===== src/hw/pcsr_pkg.sv =====
/*
  Constants and carrier types for the bus command and status register pair.
  Assumes a configuration port that presents decoded dword writes and reads.
*/
package pcsr_pkg;
  // ============================================================
  // Offsets
  localparam logic [7:0]  CFG_CMD_OFFSET  = 8'h04;
  localparam logic [7:0]  CFG_STAT_OFFSET = 8'h06;
  localparam logic [5:0]  CFG_CMD_DWORD   = 6'h01;
  // ============================================================
  // Command field positions
  localparam int CMD_IO_BIT   = 0;
  localparam int CMD_MEM_BIT  = 1;
  localparam int CMD_BM_BIT   = 2;
  localparam int CMD_PERR_BIT = 6;
  localparam int CMD_SERR_BIT = 8;
  localparam logic [15:0] CMD_WRITABLE = 16'h0147;
  localparam logic [15:0] CMD_RESET    = 16'h0000;
  // ============================================================
  // Status field positions
  localparam int STAT_DPAR_BIT = 8;
  localparam int STAT_RTA_BIT  = 12;
  localparam int STAT_RMA_BIT  = 13;
  localparam int STAT_SSE_BIT  = 14;
  localparam int STAT_DPE_BIT  = 15;
  localparam logic [15:0] STAT_W1C_MASK = 16'hF100;
  localparam logic [15:0] STAT_FIXED    = 16'h0290;
  localparam logic [15:0] STAT_RESET    = 16'h0000;
  // ============================================================
  // Decode timing
  localparam int DEVSEL_DELAY_CYCLES = 2;

  typedef struct packed {
    logic        wr;
    logic        rd;
    logic [5:0]  dword;
    logic [3:0]  byte_en;
    logic [31:0] wdata;
  } pcsr_cfg_req_t;

  typedef struct packed {
    logic addr_phase;
    logic addr_par_err;
    logic slave_wdata_xfer;
    logic slave_data_par_err;
    logic master_rd_xfer;
    logic master_rd_par_err;
    logic master_wr_xfer;
    logic target_perr_seen;
    logic master_abort;
    logic target_abort;
  } pcsr_events_t;

  typedef enum logic [1:0] {
    DS_IDLE  = 2'b00,
    DS_WAIT  = 2'b01,
    DS_CLAIM = 2'b10
  } pcsr_ds_state_t;
endpackage : pcsr_pkg


===== src/hw/pcsr_devsel_timer.sv =====
/*
  Medium decode timer: raises claim one clock after frame start, one clock ahead of the output flop.
  Assumes frame_start is a one-cycle pulse and hit is valid with it.
*/
`timescale 1ns/10ps
`default_nettype none
module pcsr_devsel_timer (
  input  wire logic clock,
  input  wire logic reset,
  input  wire logic frame_start,
  input  wire logic hit,
  input  wire logic cycle_end,
  output var  logic claim
);
  import pcsr_pkg::*;

  pcsr_ds_state_t state_reg;
  pcsr_ds_state_t state_next;
  logic [1:0]     cnt_reg;
  logic [1:0]     cnt_next;

  always_comb begin
    state_next = state_reg;
    cnt_next   = cnt_reg;
    case (state_reg)
      DS_IDLE: begin
        if (frame_start && hit) begin
          state_next = DS_WAIT;
          cnt_next   = 2'h1;
        end
      end
      DS_WAIT: begin
        if (cnt_reg == 2'(DEVSEL_DELAY_CYCLES - 1)) begin
          state_next = DS_CLAIM;
        end else begin
          cnt_next = 2'(cnt_reg + 2'h1);
        end
      end
      DS_CLAIM: begin
        if (cycle_end) begin
          state_next = DS_IDLE;
        end
      end
      default: state_next = DS_IDLE;
    endcase
  end

  always_ff @(posedge clock or posedge reset) begin
    if (reset) begin
      state_reg <= DS_IDLE;
      cnt_reg   <= 2'h0;
    end else begin
      state_reg <= state_next;
      cnt_reg   <= cnt_next;
    end
  end

  // Taken from the next state so the output flop lands on medium timing
  assign claim = (state_next == DS_CLAIM);

  chk_devsel_two_clk: assert property (@(posedge clock)
    disable iff (reset)
    (state_reg == DS_IDLE && frame_start && hit) |-> ##1 claim)
    else $error("claim not ready one clock after frame start");
endmodule : pcsr_devsel_timer
`default_nettype wire


===== src/hw/pcsr_regs.sv =====
/*
  Bus command and status registers with parity, abort and decode gating.
  Assumes the bus engine reports phase events as one-cycle pulses and
  presents configuration accesses already decoded to a dword index.
*/
`timescale 1ns/10ps
`default_nettype none
module pcsr_regs (
  input  wire logic                   clock,
  input  wire logic                   reset,
  input  wire pcsr_pkg::pcsr_cfg_req_t cfg_req,
  input  wire pcsr_pkg::pcsr_events_t  events,
  input  wire logic                   io_cmd_hit,
  input  wire logic                   mem_cmd_hit,
  input  wire logic                   rom_cmd_hit,
  input  wire logic                   rom_enable,
  input  wire logic                   frame_start,
  input  wire logic                   cycle_end,
  input  wire logic                   master_req,
  output logic [31:0]                 cfg_rdata,
  output logic                        perr_out,
  output logic                        serr_out,
  output logic                        devsel_out,
  output logic                        master_grant_ok,
  output logic                        io_decode_en,
  output logic                        mem_decode_en,
  output logic                        rom_decode_en
);
  import pcsr_pkg::*;

  // ============================================================
  // Register state
  logic [15:0] cmd_reg;
  logic [15:0] cmd_next;
  logic [15:0] stat_reg;
  logic [15:0] stat_next;
  logic [31:0] rdata_reg;
  logic [31:0] rdata_next;
  logic        perr_reg;
  logic        perr_next;
  logic        serr_reg;
  logic        serr_next;
  logic        gnt_reg;
  logic        gnt_next;
  logic        io_en_reg;
  logic        mem_en_reg;
  logic        rom_en_reg;
  logic        dec_next_io;
  logic        dec_next_mem;
  logic        dec_next_rom;
  logic        cmd_sel;
  logic        any_par_err;
  logic        addr_err;
  logic        data_err;
  logic        claim_hit;
  logic        claim;
  logic [15:0] set_bits;
  logic [15:0] clr_bits;

  // Expand per-byte enables into a 16-bit lane mask
  function automatic logic [15:0] lane_mask(input logic [1:0] be);
    lane_mask = {{8{be[1]}}, {8{be[0]}}};
  endfunction : lane_mask

  wire logic parity_response_enable = cmd_reg[CMD_PERR_BIT];
  wire logic system_error_report_enable = cmd_reg[CMD_SERR_BIT];

  // ============================================================
  // Error detection, only at the sampling points
  always_comb begin
    addr_err = events.addr_phase && events.addr_par_err;
    data_err = (events.slave_wdata_xfer && events.slave_data_par_err)
             || (events.master_rd_xfer && events.master_rd_par_err);
    any_par_err = addr_err || data_err
                || (events.master_wr_xfer && events.target_perr_seen);
  end

  // ============================================================
  // Command and status next values
  always_comb begin
    cmd_sel  = cfg_req.wr && (cfg_req.dword == CFG_CMD_DWORD);
    cmd_next = cmd_reg;
    if (cmd_sel) begin
      // Reserved and hardwired-zero bits never take a write
      cmd_next = (cmd_reg & ~(CMD_WRITABLE & lane_mask(cfg_req.byte_en[1:0])))
               | (cfg_req.wdata[15:0] & CMD_WRITABLE
                  & lane_mask(cfg_req.byte_en[1:0]));
    end

    set_bits = 16'h0000;
    set_bits[STAT_DPE_BIT] = any_par_err;
    set_bits[STAT_SSE_BIT] = addr_err && system_error_report_enable && parity_response_enable;
    set_bits[STAT_RMA_BIT] = events.master_abort;
    set_bits[STAT_RTA_BIT] = events.target_abort;
    set_bits[STAT_DPAR_BIT] = parity_response_enable
      && ((events.master_rd_xfer && events.master_rd_par_err)
          || (events.master_wr_xfer && events.target_perr_seen));

    clr_bits = 16'h0000;
    if (cmd_sel) begin
      clr_bits = cfg_req.wdata[31:16] & STAT_W1C_MASK
               & lane_mask(cfg_req.byte_en[3:2]);
    end
    // A new event beats a clear in the same cycle
    stat_next = ((stat_reg & ~clr_bits) | set_bits) & STAT_W1C_MASK;
  end

  // ============================================================
  // Pin drive, grant and decode gating
  always_comb begin
    perr_next = parity_response_enable && data_err;
    serr_next = addr_err && system_error_report_enable && parity_response_enable;
    gnt_next  = master_req && cmd_reg[CMD_BM_BIT];
    dec_next_io  = cmd_reg[CMD_IO_BIT];
    dec_next_mem = cmd_reg[CMD_MEM_BIT];
    dec_next_rom = cmd_reg[CMD_MEM_BIT] && rom_enable;
    rdata_next = rdata_reg;
    if (cfg_req.rd) begin
      rdata_next = 32'h0000_0000;
      if (cfg_req.dword == CFG_CMD_DWORD) begin
        rdata_next = {stat_reg | STAT_FIXED, cmd_reg};
      end
    end
  end

  // Claim only when the matching space is enabled
  assign claim_hit = (io_cmd_hit && cmd_reg[CMD_IO_BIT])
                   || (mem_cmd_hit && cmd_reg[CMD_MEM_BIT])
                   || (rom_cmd_hit && rom_enable && cmd_reg[CMD_MEM_BIT]);

  pcsr_devsel_timer u_devsel (
    .clock       (clock),
    .reset       (reset),
    .frame_start (frame_start),
    .hit         (claim_hit),
    .cycle_end   (cycle_end),
    .claim       (claim)
  );

  // ============================================================
  // Flops: hardware reset only; soft reset never reaches here
  logic devsel_reg;
  always_ff @(posedge clock or posedge reset) begin
    if (reset) begin
      cmd_reg    <= CMD_RESET;
      stat_reg   <= STAT_RESET;
      rdata_reg  <= 32'h0000_0000;
      perr_reg   <= 1'b0;
      serr_reg   <= 1'b0;
      gnt_reg    <= 1'b0;
      io_en_reg  <= 1'b0;
      mem_en_reg <= 1'b0;
      rom_en_reg <= 1'b0;
      devsel_reg <= 1'b0;
    end else begin
      cmd_reg    <= cmd_next;
      stat_reg   <= stat_next;
      rdata_reg  <= rdata_next;
      perr_reg   <= perr_next;
      serr_reg   <= serr_next;
      gnt_reg    <= gnt_next;
      io_en_reg  <= dec_next_io;
      mem_en_reg <= dec_next_mem;
      rom_en_reg <= dec_next_rom;
      devsel_reg <= claim;
    end
  end

  assign cfg_rdata       = rdata_reg;
  assign perr_out        = perr_reg;
  assign serr_out        = serr_reg;
  assign master_grant_ok = gnt_reg;
  assign io_decode_en    = io_en_reg;
  assign mem_decode_en   = mem_en_reg;
  assign rom_decode_en   = rom_en_reg;
  assign devsel_out      = devsel_reg;

  // ============================================================
  // Checks
  chk_serr_needs_enables: assert property (@(posedge clock)
    disable iff (reset) serr_out |-> $past(system_error_report_enable && parity_response_enable))
    else $error("system error pin without both enables");

  chk_serr_on_addr: assert property (@(posedge clock)
    disable iff (reset) (addr_err && system_error_report_enable && parity_response_enable) |=> serr_out)
    else $error("system error pin missing");

  chk_perr_pin_gated: assert property (@(posedge clock)
    disable iff (reset) perr_out |-> $past(parity_response_enable))
    else $error("parity pin with response disabled");

  chk_perr_on_data: assert property (@(posedge clock)
    disable iff (reset) (parity_response_enable && data_err) |=> perr_out)
    else $error("parity pin missing");

  chk_dpe_on_error: assert property (@(posedge clock)
    disable iff (reset) any_par_err |=> stat_reg[STAT_DPE_BIT])
    else $error("detected parity bit not set");

  chk_sse_gated: assert property (@(posedge clock)
    disable iff (reset)
    $rose(stat_reg[STAT_SSE_BIT]) |-> $past(system_error_report_enable && parity_response_enable && addr_err))
    else $error("signaled error bit set without cause");

  chk_abort_flags: assert property (@(posedge clock)
    disable iff (reset)
    events.master_abort |=> stat_reg[STAT_RMA_BIT])
    else $error("master abort not recorded");

  chk_tabort_flag: assert property (@(posedge clock)
    disable iff (reset)
    events.target_abort |=> stat_reg[STAT_RTA_BIT])
    else $error("target abort not recorded");

  chk_fixed_bits: assert property (@(posedge clock)
    disable iff (reset)
    (cmd_reg & ~CMD_WRITABLE) == 16'h0000
    && (stat_reg & ~STAT_W1C_MASK) == 16'h0000)
    else $error("fixed bits changed");

  chk_master_gate: assert property (@(posedge clock)
    disable iff (reset)
    master_grant_ok |-> $past(cmd_reg[CMD_BM_BIT]))
    else $error("mastering without bus master enable");

  chk_dpar_flag: assert property (@(posedge clock)
    disable iff (reset)
    (events.master_wr_xfer && events.target_perr_seen && parity_response_enable)
    |=> stat_reg[STAT_DPAR_BIT] && stat_reg[STAT_DPE_BIT])
    else $error("target parity report not recorded");

  // Decode timing: claim shows two clocks after the sampled frame start
  chk_devsel_medium: assert property (@(posedge clock)
    disable iff (reset)
    $rose(devsel_out) |-> $past(frame_start && claim_hit, 2))
    else $error("claim not at medium decode timing");

  chk_cmd_write_only: assert property (@(posedge clock)
    disable iff (reset) !cmd_sel |=> $stable(cmd_reg))
    else $error("command changed without a write");

  chk_w1c_clear: assert property (@(posedge clock)
    disable iff (reset)
    (cmd_sel && cfg_req.byte_en[3] && cfg_req.wdata[29]
     && !events.master_abort) |=> !stat_reg[STAT_RMA_BIT])
    else $error("master abort bit not cleared");
endmodule : pcsr_regs
`default_nettype wire


===== config.mk =====
export PLATFORM = sky130hd
export DESIGN_NAME = pcsr_regs
export DESIGN_NICKNAME = d
export VERILOG_FILES = /design/src/hw/pcsr_pkg.sv /design/src/hw/pcsr_devsel_timer.sv /design/src/hw/pcsr_regs.sv
export SDC_FILE = /design/constraint.sdc
export NUM_CORES = 1
export LEC_CHECK = 0
export BUFFER_PORTS_ARGS = -buffer_cell sky130_fd_sc_hd__clkbuf_2
export CAP_MARGIN = 15
export CORE_AREA = 3 3 68 70
export DETAILED_ROUTE_END_ITERATION = 12
export DIE_AREA = 0 0 71 73
export PLACE_DENSITY = 0.74
export SETUP_SLACK_MARGIN = 0.05
export SLEW_MARGIN = 20
export SYNTH_ARGS = -nofsm -noshare
export SYNTH_HDL_FRONTEND = slang
export SYNTH_SLANG_ARGS = --single-unit

===== constraint.sdc =====
create_clock -name clock -period 1.14 [get_ports clock]
set_input_delay 0.228 -clock clock [delete_from_list [all_inputs] [get_ports clock]]
set_output_delay 0.228 -clock clock [all_outputs]
set_load 0.01 [all_outputs]

; ---- Word-level counts from Yosys, hierarchy flattened
; Cells that the tools add are included.
[classes]
n_mux = 9
reduce_logical = 25
bitwise = 8
addsub = 1
eq_ne = 7
[ops]
columns = operator, n
row1 = $and A16 B16 Y16, 3
row2 = $mux W32, 1
row3 = $or A16 B16 Y16, 2
row4 = $and A9 B16 Y16, 1
row5 = $logic_and A1 B1 Y1, 16
row6 = $mux W16, 1
row7 = $not A16 Y16, 1
row8 = $not A9 Y16, 1
row9 = $mux W2, 5
row10 = $eq A6 B1 Y1 const B, 1
row11 = $logic_or A1 B1 Y1, 6
row12 = $pmux W2 S3, 1
row13 = $eq A2 B1 Y1 const B, 2
row14 = $eq A2 B2 Y1 const B, 2
row15 = $pmux W2 S2, 1
row16 = $reduce_and A3 Y1, 1
row17 = $add A2 B1 Y2 const B, 1
row18 = $logic_not A2 Y1, 1
row19 = $ne A2 B1 Y1 const B, 1
row20 = $ne A2 B2 Y1 const B, 1
row21 = $reduce_bool A2 Y1, 1
[totals]
in_bits = 63
ff_bits = 64

; ---- Depth between registers and ports, before layout
; Gate-level depths: netlist (run 1).
[logic_depth]
depth_word = 7
mapped_depth = 5
ltp_nobuf = 5

; ---- Cells and area by module
; From an unflattened synthesis (run 1), not the netlist that was laid out.
[unflattened]
cells_unflattened = 143
hier_area_um2 = 1492.7
[by_module_without_submodules]
columns = module, n_inst, cells_each, area_each_um2, seq_area_each_um2
row1 = pcsr_regs, 1, 117, 1277.5, 700.7
row2 = pcsr_devsel_timer, 1, 26, 215.2, 100.1

; ---- Least setup slack after synthesis (run 1)
; No wires, ideal clock.
[synth_path]
kind = input-to-reg
from = input cfg_req[37] in the netlist's numbering
to = register (tool-made name)
t_arrival_ns = 1.264
slack_ns = -0.248
required_ns = 1.015
path_buffers = 0
cell_stages = 3
path_cell_list = nor4b_4 and4_4 mux2_2
[synth_lines]
columns = element, line
row1 = "start, declared", pcsr_regs.sv:11  ; input wire pcsr_pkg::pcsr_cfg_req_t cfg_req,

; ---- Final worst setup path (run 1)
[layout_path]
from = register u_devsel.cnt_reg[0]
to = register u_devsel.cnt_reg[1]
[layout_via]
elab_chain_len = 3
[layout_rtl]
columns = element, line
row1 = "start, declared", pcsr_devsel_timer.sv:19  ; logic [1:0] cnt_reg;
row2 = "start signal, assigned", pcsr_devsel_timer.sv:54  ; cnt_reg <= cnt_next;
row3 = $add A2 B1 Y2 / $eq A2 B1 Y1 (equally long branches), "pcsr_devsel_timer.sv:36, pcsr_devsel_timer.sv:33"
row4 = $mux W2 / $ne A2 B2 Y1 (equally long branches), n/a
row5 = $pmux W2 S2 / $reduce_and A3 Y1 (equally long branches), n/a
; Several ways; a longest one is shown, not always the timed one. The select of a mux whose other input is x is not followed.
; A chain may end at the register's enable or synchronous reset.

==> summary.txt, run 1 <==
Drt
  • Pre-Repair DR Iteration Count: 4
  • Routed Antenna Nets: 0
  • Vias per cell: approximately 4.6
  • Vias: 1184
  • Remaining DRCs: 0
  • Final wirelength: roughly 3400 µm
  • Drt wl/cell: 13.0 µm
  • Initial drt markers: 76

Floorplanning
  • DIE HEIGHT: between 70 and 80 µm
  • # IOs: 102
  • Rows: 23
  • Starting Density: between 30% and 40%
  • Core Region: just over 4000 µm²
  • Die Wd: just over 70 µm
  • Die Area: 5180 µm²

Global route
  • Global-route wire length before repair: approximately 5600 µm
  • Vias in the first global route: about 1200
  • Pin count of the biggest net entering global routing: 33
  • Initial antenna violation count: 0
  • GRT overflow: 0
  • Total track usage: around 14%

Clocking
  • Clock Pin Slew Worst Setup and Hold Paths: about 0.060 ns
  • Clk Latency, worst-skew pair: about 0.28 ns
  • CTS buffer count: 5
  • CTS H-tree depth: 2
  • Sink Count: 32
  • CTS max path bufs: 2
  • TritonCTS clock tree: built
  • Clock tree root driver cell: clkbuf_8

Synthesis
  • Synth warnings: 0
  • Mapped cell area: approximately 1500 µm²
  • Area contributors post-synth: dfrtp_1, buf_4, o22ai_1
  • Top cell type's share of synthesized area: a little over half
  • Most common library cells after synthesis: dfrtp_1, buf_4, inv_1, nand2_1, o22ai_1
  • Mapped Cells: between 100 and 150
  • Cell taking the most area after synthesis: dfrtp_1
  • Ys flop type: dfrtp_1
  • Syn Area/Cell: 10.7 µm²
  • Synth cell types: 31
  • Ys async rst share: 100%
  • Seq cells post-synth: 32
  • Number of synthesized flops with an enable pin: 0
  • Count leader, synth: dfrtp_1
  • Seq/Total Area, Yosys: around 53%

Timing
  • Slew Limit Fails: 0
  • Final Setup Violations: 0
  • RSZ-0062 raised after global routing: true
  • Final hold slack: 0.125 ns
  • Setup Skew: roughly 0.0032 ns
  • Final hold vios: 0
  • FMAX: 889 MHz
  • Final Cycle Share: between 90% and 100%
  • Post-layout min period: between 1 and 1.5 ns

Placement
  • Area after DPL: ~1800 µm²
  • Placed Cells: 252
  • Port Buffers: slightly below 60
  • RePlAce Congestion: between 0.7 and 0.8
  • DP HPWL: approximately 2600 µm

Finish
  • Fillers: 398
  • ANT cells: 0
  • Area of the multi-input gates: 592 µm²
  • Syn-to-layout area delta: 31.4%
  • Nets: about 280
  • Share of layout cells above drive strength 1: between 40% and 50%
  • Non-Filler Instances: 260
  • Final Instance Area: between 1500 and 2000 µm²
  • Core Util, Final: 49.1%
  • Register area: between 800 and 900 µm²

Pwr
  • P_sw: between 0.7 and 0.8 mW
  • Clock share of power: 27.9%
  • Combinational fraction of design power: between 20% and 30%
  • P per Cell Area: between 1000 and 1500 nW/µm²
  • VDD IR max: between 0.0005 and 0.0006 V
  • Total power: 2.74 mW
  • Sw Ratio: 27.9%
  • P_int: between 1.5 and 2 mW
  • Pleak: 1.01 nW
  • Sequential share of power: approximately half

Worst hold path
  • Hold depth: 2
  • HP Class: in2reg

Setup path
  • Startpoint Class: flip-flop
  • CP Capture Type: flip-flop
  • Crit Path Max Fanout: 2
  • Critical path type: reg2reg
  • CP Data Arrival Time: approximately 1.3 ns
  • Worst EP required: between 1 and 1.5 ns
  • R2R cell count: 4

Run
  • Max-cap violations: 0

Run status
  • Status: finished, final reports clean
[critical path, stage by stage (launching register included)]
cell	delay [ns]
dfrtp_1	0.42
ha_4	0.25
nor4b_2	0.21
a31oi_1	0.07
o31ai_1	0.08
[power groups by stage]
stage               Sequential (mW)  Combinational, mW  Clock [mW]
floorplan                      1.34              0.378           0
global placement               1.32              0.555           0
detailed placement             1.33              0.574           0
CTS                            1.32              0.624       0.779
global route                   1.34              0.739       0.835
finish                         1.33              0.650       0.764
[metal layers]
metal | up-vias | wire length, µm | GRT usage [%]
li1 | 588 | - | -
met1 | 549 | 1400 | 18.1
met2 | 44 | 1730 | 21.9
met3 | 3 | 231 | 3.99
met4 | 0 | 17 | 6.68
met5 | - | 0 | 0
[final timing paths]
path	startpoint	to	slack, ns
setup / recovery	u_devsel.cnt_reg[0]$_DFFE_PP0P_	u_devsel.cnt_reg[1]$_DFFE_PP0P_	0.02
hold / removal	events[1]	stat_reg[13]$_DFF_PP0_	0.13
hold reg to reg	stat_reg[13]$_DFF_PP0_	stat_reg[13]$_DFF_PP0_	0.48
max in group asynchronous	reset	u_devsel.state_reg[0]$_DFF_PP0_	0.45
min in group asynchronous	reset	rom_decode_en$_DFF_PP0_	0.51
setup reg to reg	u_devsel.cnt_reg[0]$_DFFE_PP0P_	u_devsel.cnt_reg[1]$_DFFE_PP0P_	0.02
[placed cells by master (no fill, tap or decap), types with 4 or more instances in the layout]
| cell | instances |
|---|---|
| o22ai_1 | 10 |
| clkbuf_2 | 58 |
| dfrtp_1 | 31 |
| inv_1 | 14 |
| clkbuf_8 | 5 |
| nand2_1 | 12 |
| mux2_4 | 4 |
| conb_1 | 19 |
| buf_4 | 7 |
| nand4_1 | 6 |
| a21o_1 | 4 |
[through the flow]
stage	TNS, ns	worst slack (ns)
floorplan	-1.05	-0.248
global placement	-3.19	-0.228
detailed placement	-3.88	-0.255
CTS	-0.0153	-0.0153
global route	-0.0722	-0.0364
finish	0	0.0157
[kinds of logic (layout without fill, tap and decap cells)]
family,Yosys count,in the layout,synth area share [%]
AOI/OAI and AO/OA,28,28,12.7
adders and majority gates,1,1,0.832
buffers and inverters,38,89,14.7
DFF,32,32,53.2
muxes,6,6,4.41
other,1,19,0.249
and+or+nand+nor,35,35,13.8
[what timing repair did]
item                                   4_1_cts  5_1_grt
pin swaps                                    3        3
setup endpoints to repair                    4       20
setup buffers                                0        2
hold buffers                                 1        0
gates resized for setup                      6        5
endpoints found under the hold margin       32        0
[area by class of cell]
cell class              count  share of cell area [%]
clock buffers               5                    3.48
well taps                  50                    3.16
multi-input cells          89                    29.9
repair buffers             69                    20.0
inverters                  15                    2.85
flip-flops and latches     32                    40.6
No activity file was read; power rests on OpenSTA's default activity.
==> inputs of run 2 (changes only) <==
--- a/config.mk
+++ b/config.mk
@@ -5,11 +5,12 @@
 export SDC_FILE = /design/constraint.sdc
 export NUM_CORES = 1
 export LEC_CHECK = 0
+export ABC_AREA = 1
 export BUFFER_PORTS_ARGS = -buffer_cell sky130_fd_sc_hd__clkbuf_2
 export CAP_MARGIN = 15
-export CORE_AREA = 3 3 68 70
+export CORE_AREA = 3 3 69 71
 export DETAILED_ROUTE_END_ITERATION = 12
-export DIE_AREA = 0 0 71 73
+export DIE_AREA = 0 0 72 74
 export PLACE_DENSITY = 0.74
 export SETUP_SLACK_MARGIN = 0.05
 export SLEW_MARGIN = 20
==> run 2 against run 1 <==
The flow now finishes with violations (negative hold slack). Clock-buffer cell count unchanged. Critical path depth is 3 lower. Combinational power down 24%. Non-clock buffer count decreased by 2. Synthesized cell count rose by 34%. Clock power grew 40%. Via count up 13%. Critical path type is now reg2out. Largest power group unchanged.
==> summary.txt, run 2 <==
Synthesis
  • Seq/Total Area, Yosys: 51.2% (was 53.2%)
  • Number of synthesized flops with an enable pin: 0 (unchanged)
  • Synth cell types: 18 (was 31)
  • Most common library cells after synthesis: nand2_1, dfrtp_1, inv_1, buf_4, nand3_1 (was dfrtp_1, buf_4, inv_1, nand2_1, o22ai_1)
  • Count leader, synth: nand2_1 (was dfrtp_1)
  • Mapped cell area: 1570 µm² (was 1500 µm²)
  • Ys flop type: dfrtp_1 (unchanged)
  • Top cell type's share of synthesized area: 51.2% (was 53.2%)
  • Seq cells post-synth: 32 (unchanged)
  • Ys async rst share: 100% (unchanged)
  • Mapped Cells: 189 (was 141)
  • Synth warnings: 0 (unchanged)
  • Area contributors post-synth: dfrtp_1, nand2_1, buf_4 (was dfrtp_1, buf_4, o22ai_1)
  • Cell taking the most area after synthesis: dfrtp_1 (unchanged)
  • Syn Area/Cell: 8.28 µm² (was 10.7 µm²)

Clocking
  • Sink Count: 32 (unchanged)
  • Clock tree root driver cell: clkbuf_8 (unchanged)
  • CTS max path bufs: 2 (unchanged)
  • CTS buffer count: 5 (unchanged)
  • TritonCTS clock tree: built (unchanged)
  • CTS H-tree depth: 2 (unchanged)
  • # hold bufs at CTS: 0 (was 1)
  • Clock Pin Slew Worst Setup and Hold Paths: 0.07 ns (was 0.06 ns)
  • Clk Latency, worst-skew pair: 0.28 ns (about the same)

Placement
  • Placed Cells: 298 (was 252)
  • DP HPWL: 2480 µm (was 2620 µm)
  • Area after DPL: 1860 µm² (was 1840 µm²)
  • Port Buffers: 59 (unchanged)
  • RePlAce Congestion: 0.722 (was 0.787)

Pwr
  • Total power: 2.87 mW (was 2.74 mW)
  • P per Cell Area: 1440 nW/µm² (was 1390 nW/µm²)
  • VDD IR max: 0.000408 V (was 0.000561 V)
  • Pleak: 1.23 nW (was 1.01 nW)

Timing
  • Post-layout min period: 1.04 ns (was 1.12 ns)
  • Final Setup Violations: 0 (unchanged)
  • Final Cycle Share: 91.4% (was 98.6%)
  • Slew Limit Fails: 0 (unchanged)
  • Setup Skew: 0.00219 ns (was 0.00323 ns)
  • FMAX: 959 MHz (was 889 MHz)
  • Final hold slack: -0.0135 ns (was 0.125 ns)
  • RSZ-0062 raised after global routing: false (was true)
  • Final hold vios: 18 (was 0)

Finish
  • Most frequent cells in the layout: nand2_1, clkbuf_2, dfrtp_1 (was clkbuf_2, dfrtp_1, conb_1)
  • Final Instance Area: 1990 µm² (was 1980 µm²)
  • Register area: 801 µm² (was 802 µm²)
  • Share of layout cells above drive strength 1: 31.3% (was 41.0%)
  • Nets: 319 (was 276)
  • Syn-to-layout area delta: 27.0% (was 31.4%)
  • Non-Filler Instances: 308 (was 260)
  • ANT cells: 0 (unchanged)
  • Fillers: 422 (was 398)
  • Leading cell type in the layout, fill and taps excluded: nand2_1 (was clkbuf_2)
  • Area of the multi-input gates: 546 µm² (was 592 µm²)

Setup path
  • Reg-to-reg endpoint: u_devsel.cnt_reg[0]$_DFFE_PP0P_ (was u_devsel.cnt_reg[1]$_DFFE_PP0P_)
  • CP Capture Type: primary output (was flip-flop)
  • Slowest stage delay, CP: 0.40 ns (was 0.42 ns)
  • CP top delay family: flip-flops (unchanged)
  • Cell at the slowest stage of the critical path: dfrtp_1 (unchanged)
  • Startpoint Class: flip-flop (unchanged)
  • R2R cell count: 5 (was 4)
  • R2r setup slk: 0.13 ns (was 0.02 ns)
  • R2R Path Start: u_devsel.cnt_reg[0]$_DFFE_PP0P_ (unchanged)
  • Crit Path Max Fanout: 4 (was 2)
  • Worst EP required: 0.91 ns (was 1.32 ns)
  • CP Data Arrival Time: 0.81 ns (was 1.30 ns)
  • Critical path type: reg2out (was reg2reg)
  • CP Cell Sequence: clkbuf_2 (was ha_4, nor4b_2, a31oi_1, o31ai_1)
  • CP Buf/Inv Count: 1 (was 0)

Floorplanning
  • Die Wd: 72 µm (was 71 µm)
  • Rows: 24 (was 23)
  • # IOs: 102 (unchanged)
  • Core Region: 4290 µm² (was 4030 µm²)
  • Die Area: 5330 µm² (was 5180 µm²)
  • Starting Density: 36.5% (was 37.3%)
  • DIE HEIGHT: 74 µm (was 73 µm)

Drt
  • Final wirelength: 3130 µm (was 3380 µm)
  • Drt wl/cell: 10.2 µm (was 13.0 µm)
  • Initial drt markers: 94 (was 76)
  • Pre-Repair DR Iteration Count: 4 (unchanged)
  • Remaining DRCs: 0 (unchanged)
  • Vias per cell: 4.34 (was 4.55)
  • Vias: 1337 (was 1184)
  • Routed Antenna Nets: 0 (unchanged)

Global route
  • Vias in the first global route: 1207 (was 1215)
  • Initial antenna violation count: 0 (unchanged)
  • Pin count of the biggest net entering global routing: 33 (unchanged)
  • Total track usage: 12.6% (was 14.1%)
  • Global-route wire length before repair: 5210 µm (was 5640 µm)
  • GRT overflow: 0 (unchanged)

Run
  • Max-cap violations: 0 (unchanged)

Run status
  • Violated checks: negative hold slack
  • Status: finished with violations (was finished, final reports clean)

Worst hold path
  • HP Class: in2async (was in2reg)
-- run 2: through the flow --
step	setup TNS, ns	worst slack [ns]	util (%)
final	0	0.0975	46.3
after global routing	0	0.0449	46.3
after CTS	0	0.0813	45.9
after detailed placement	-0.156	-0.0300	43.3
after global placement	-0.0666	-0.0112	43.3
after floorplan	0	0.190	-
-- run 2: area by class of cell --
class                      count  area share (%)
tap                           52            3.27
inverter                      26            4.91
multi-input combinational    123            27.4
clock buffer                   5            3.46
sequential                    32            40.3
clock inverter                 3            2.14
timing repair buffer          67            18.5
-- run 2: per-layer routing --
layer	wire, µm	GRT usage (%)	vias up
met5	0	0	-
li1	-	-	679
met1	1280	14.7	598
met2	1530	21.2	53
met4	83	8.14	0
met3	234	2.70	7
-- run 2: worst max path at each step --
stage | depth (start not counted) | from | slack [ns] | end
after detailed placement | 8 | cfg_req[41] | -0.03 | stat_reg[15]$_DFF_PP0_
after global routing | 6 | u_devsel.state_reg[0]$_DFF_PP0_ | 0.04 | u_devsel.cnt_reg[0]$_DFFE_PP0P_
after floorplan | 5 | u_devsel.cnt_reg[0]$_DFFE_PP0P_ | 0.19 | u_devsel.cnt_reg[0]$_DFFE_PP0P_
after global placement | 7 | cfg_req[41] | -0.01 | flip-flop
final | 1 | cfg_rdata[25]$_DFFE_PP0P_ | 0.1 | cfg_rdata[20]
after CTS | 1 | cfg_rdata[25]$_DFFE_PP0P_ | 0.08 | cfg_rdata[20]
-- run 2: where the power goes --
part           switching [mW]  internal, mW  total [mW]
combinational           0.286         0.207       0.494
sequential             0.0664          1.24        1.31
clock                   0.421         0.646        1.07
-- run 2: kinds of logic (layout without fill, tap and decap cells) --
group,after synthesis,after routing,share of synthesized area [%]
buffers and inverters,52,101,18.5
adder cells (fa/ha/maj),1,1,0.799
flip-flops,32,32,51.2
AND/OR/NAND/NOR,97,97,26.5
AO/OA/AOI/OAI,6,6,2.80
other,1,19,0.240
-- run 2: repair_timing --
action                     in CTS  in global routing
resized for setup               0                  1
setup buffers                   0                  2
setup endpoints to repair       0                  2
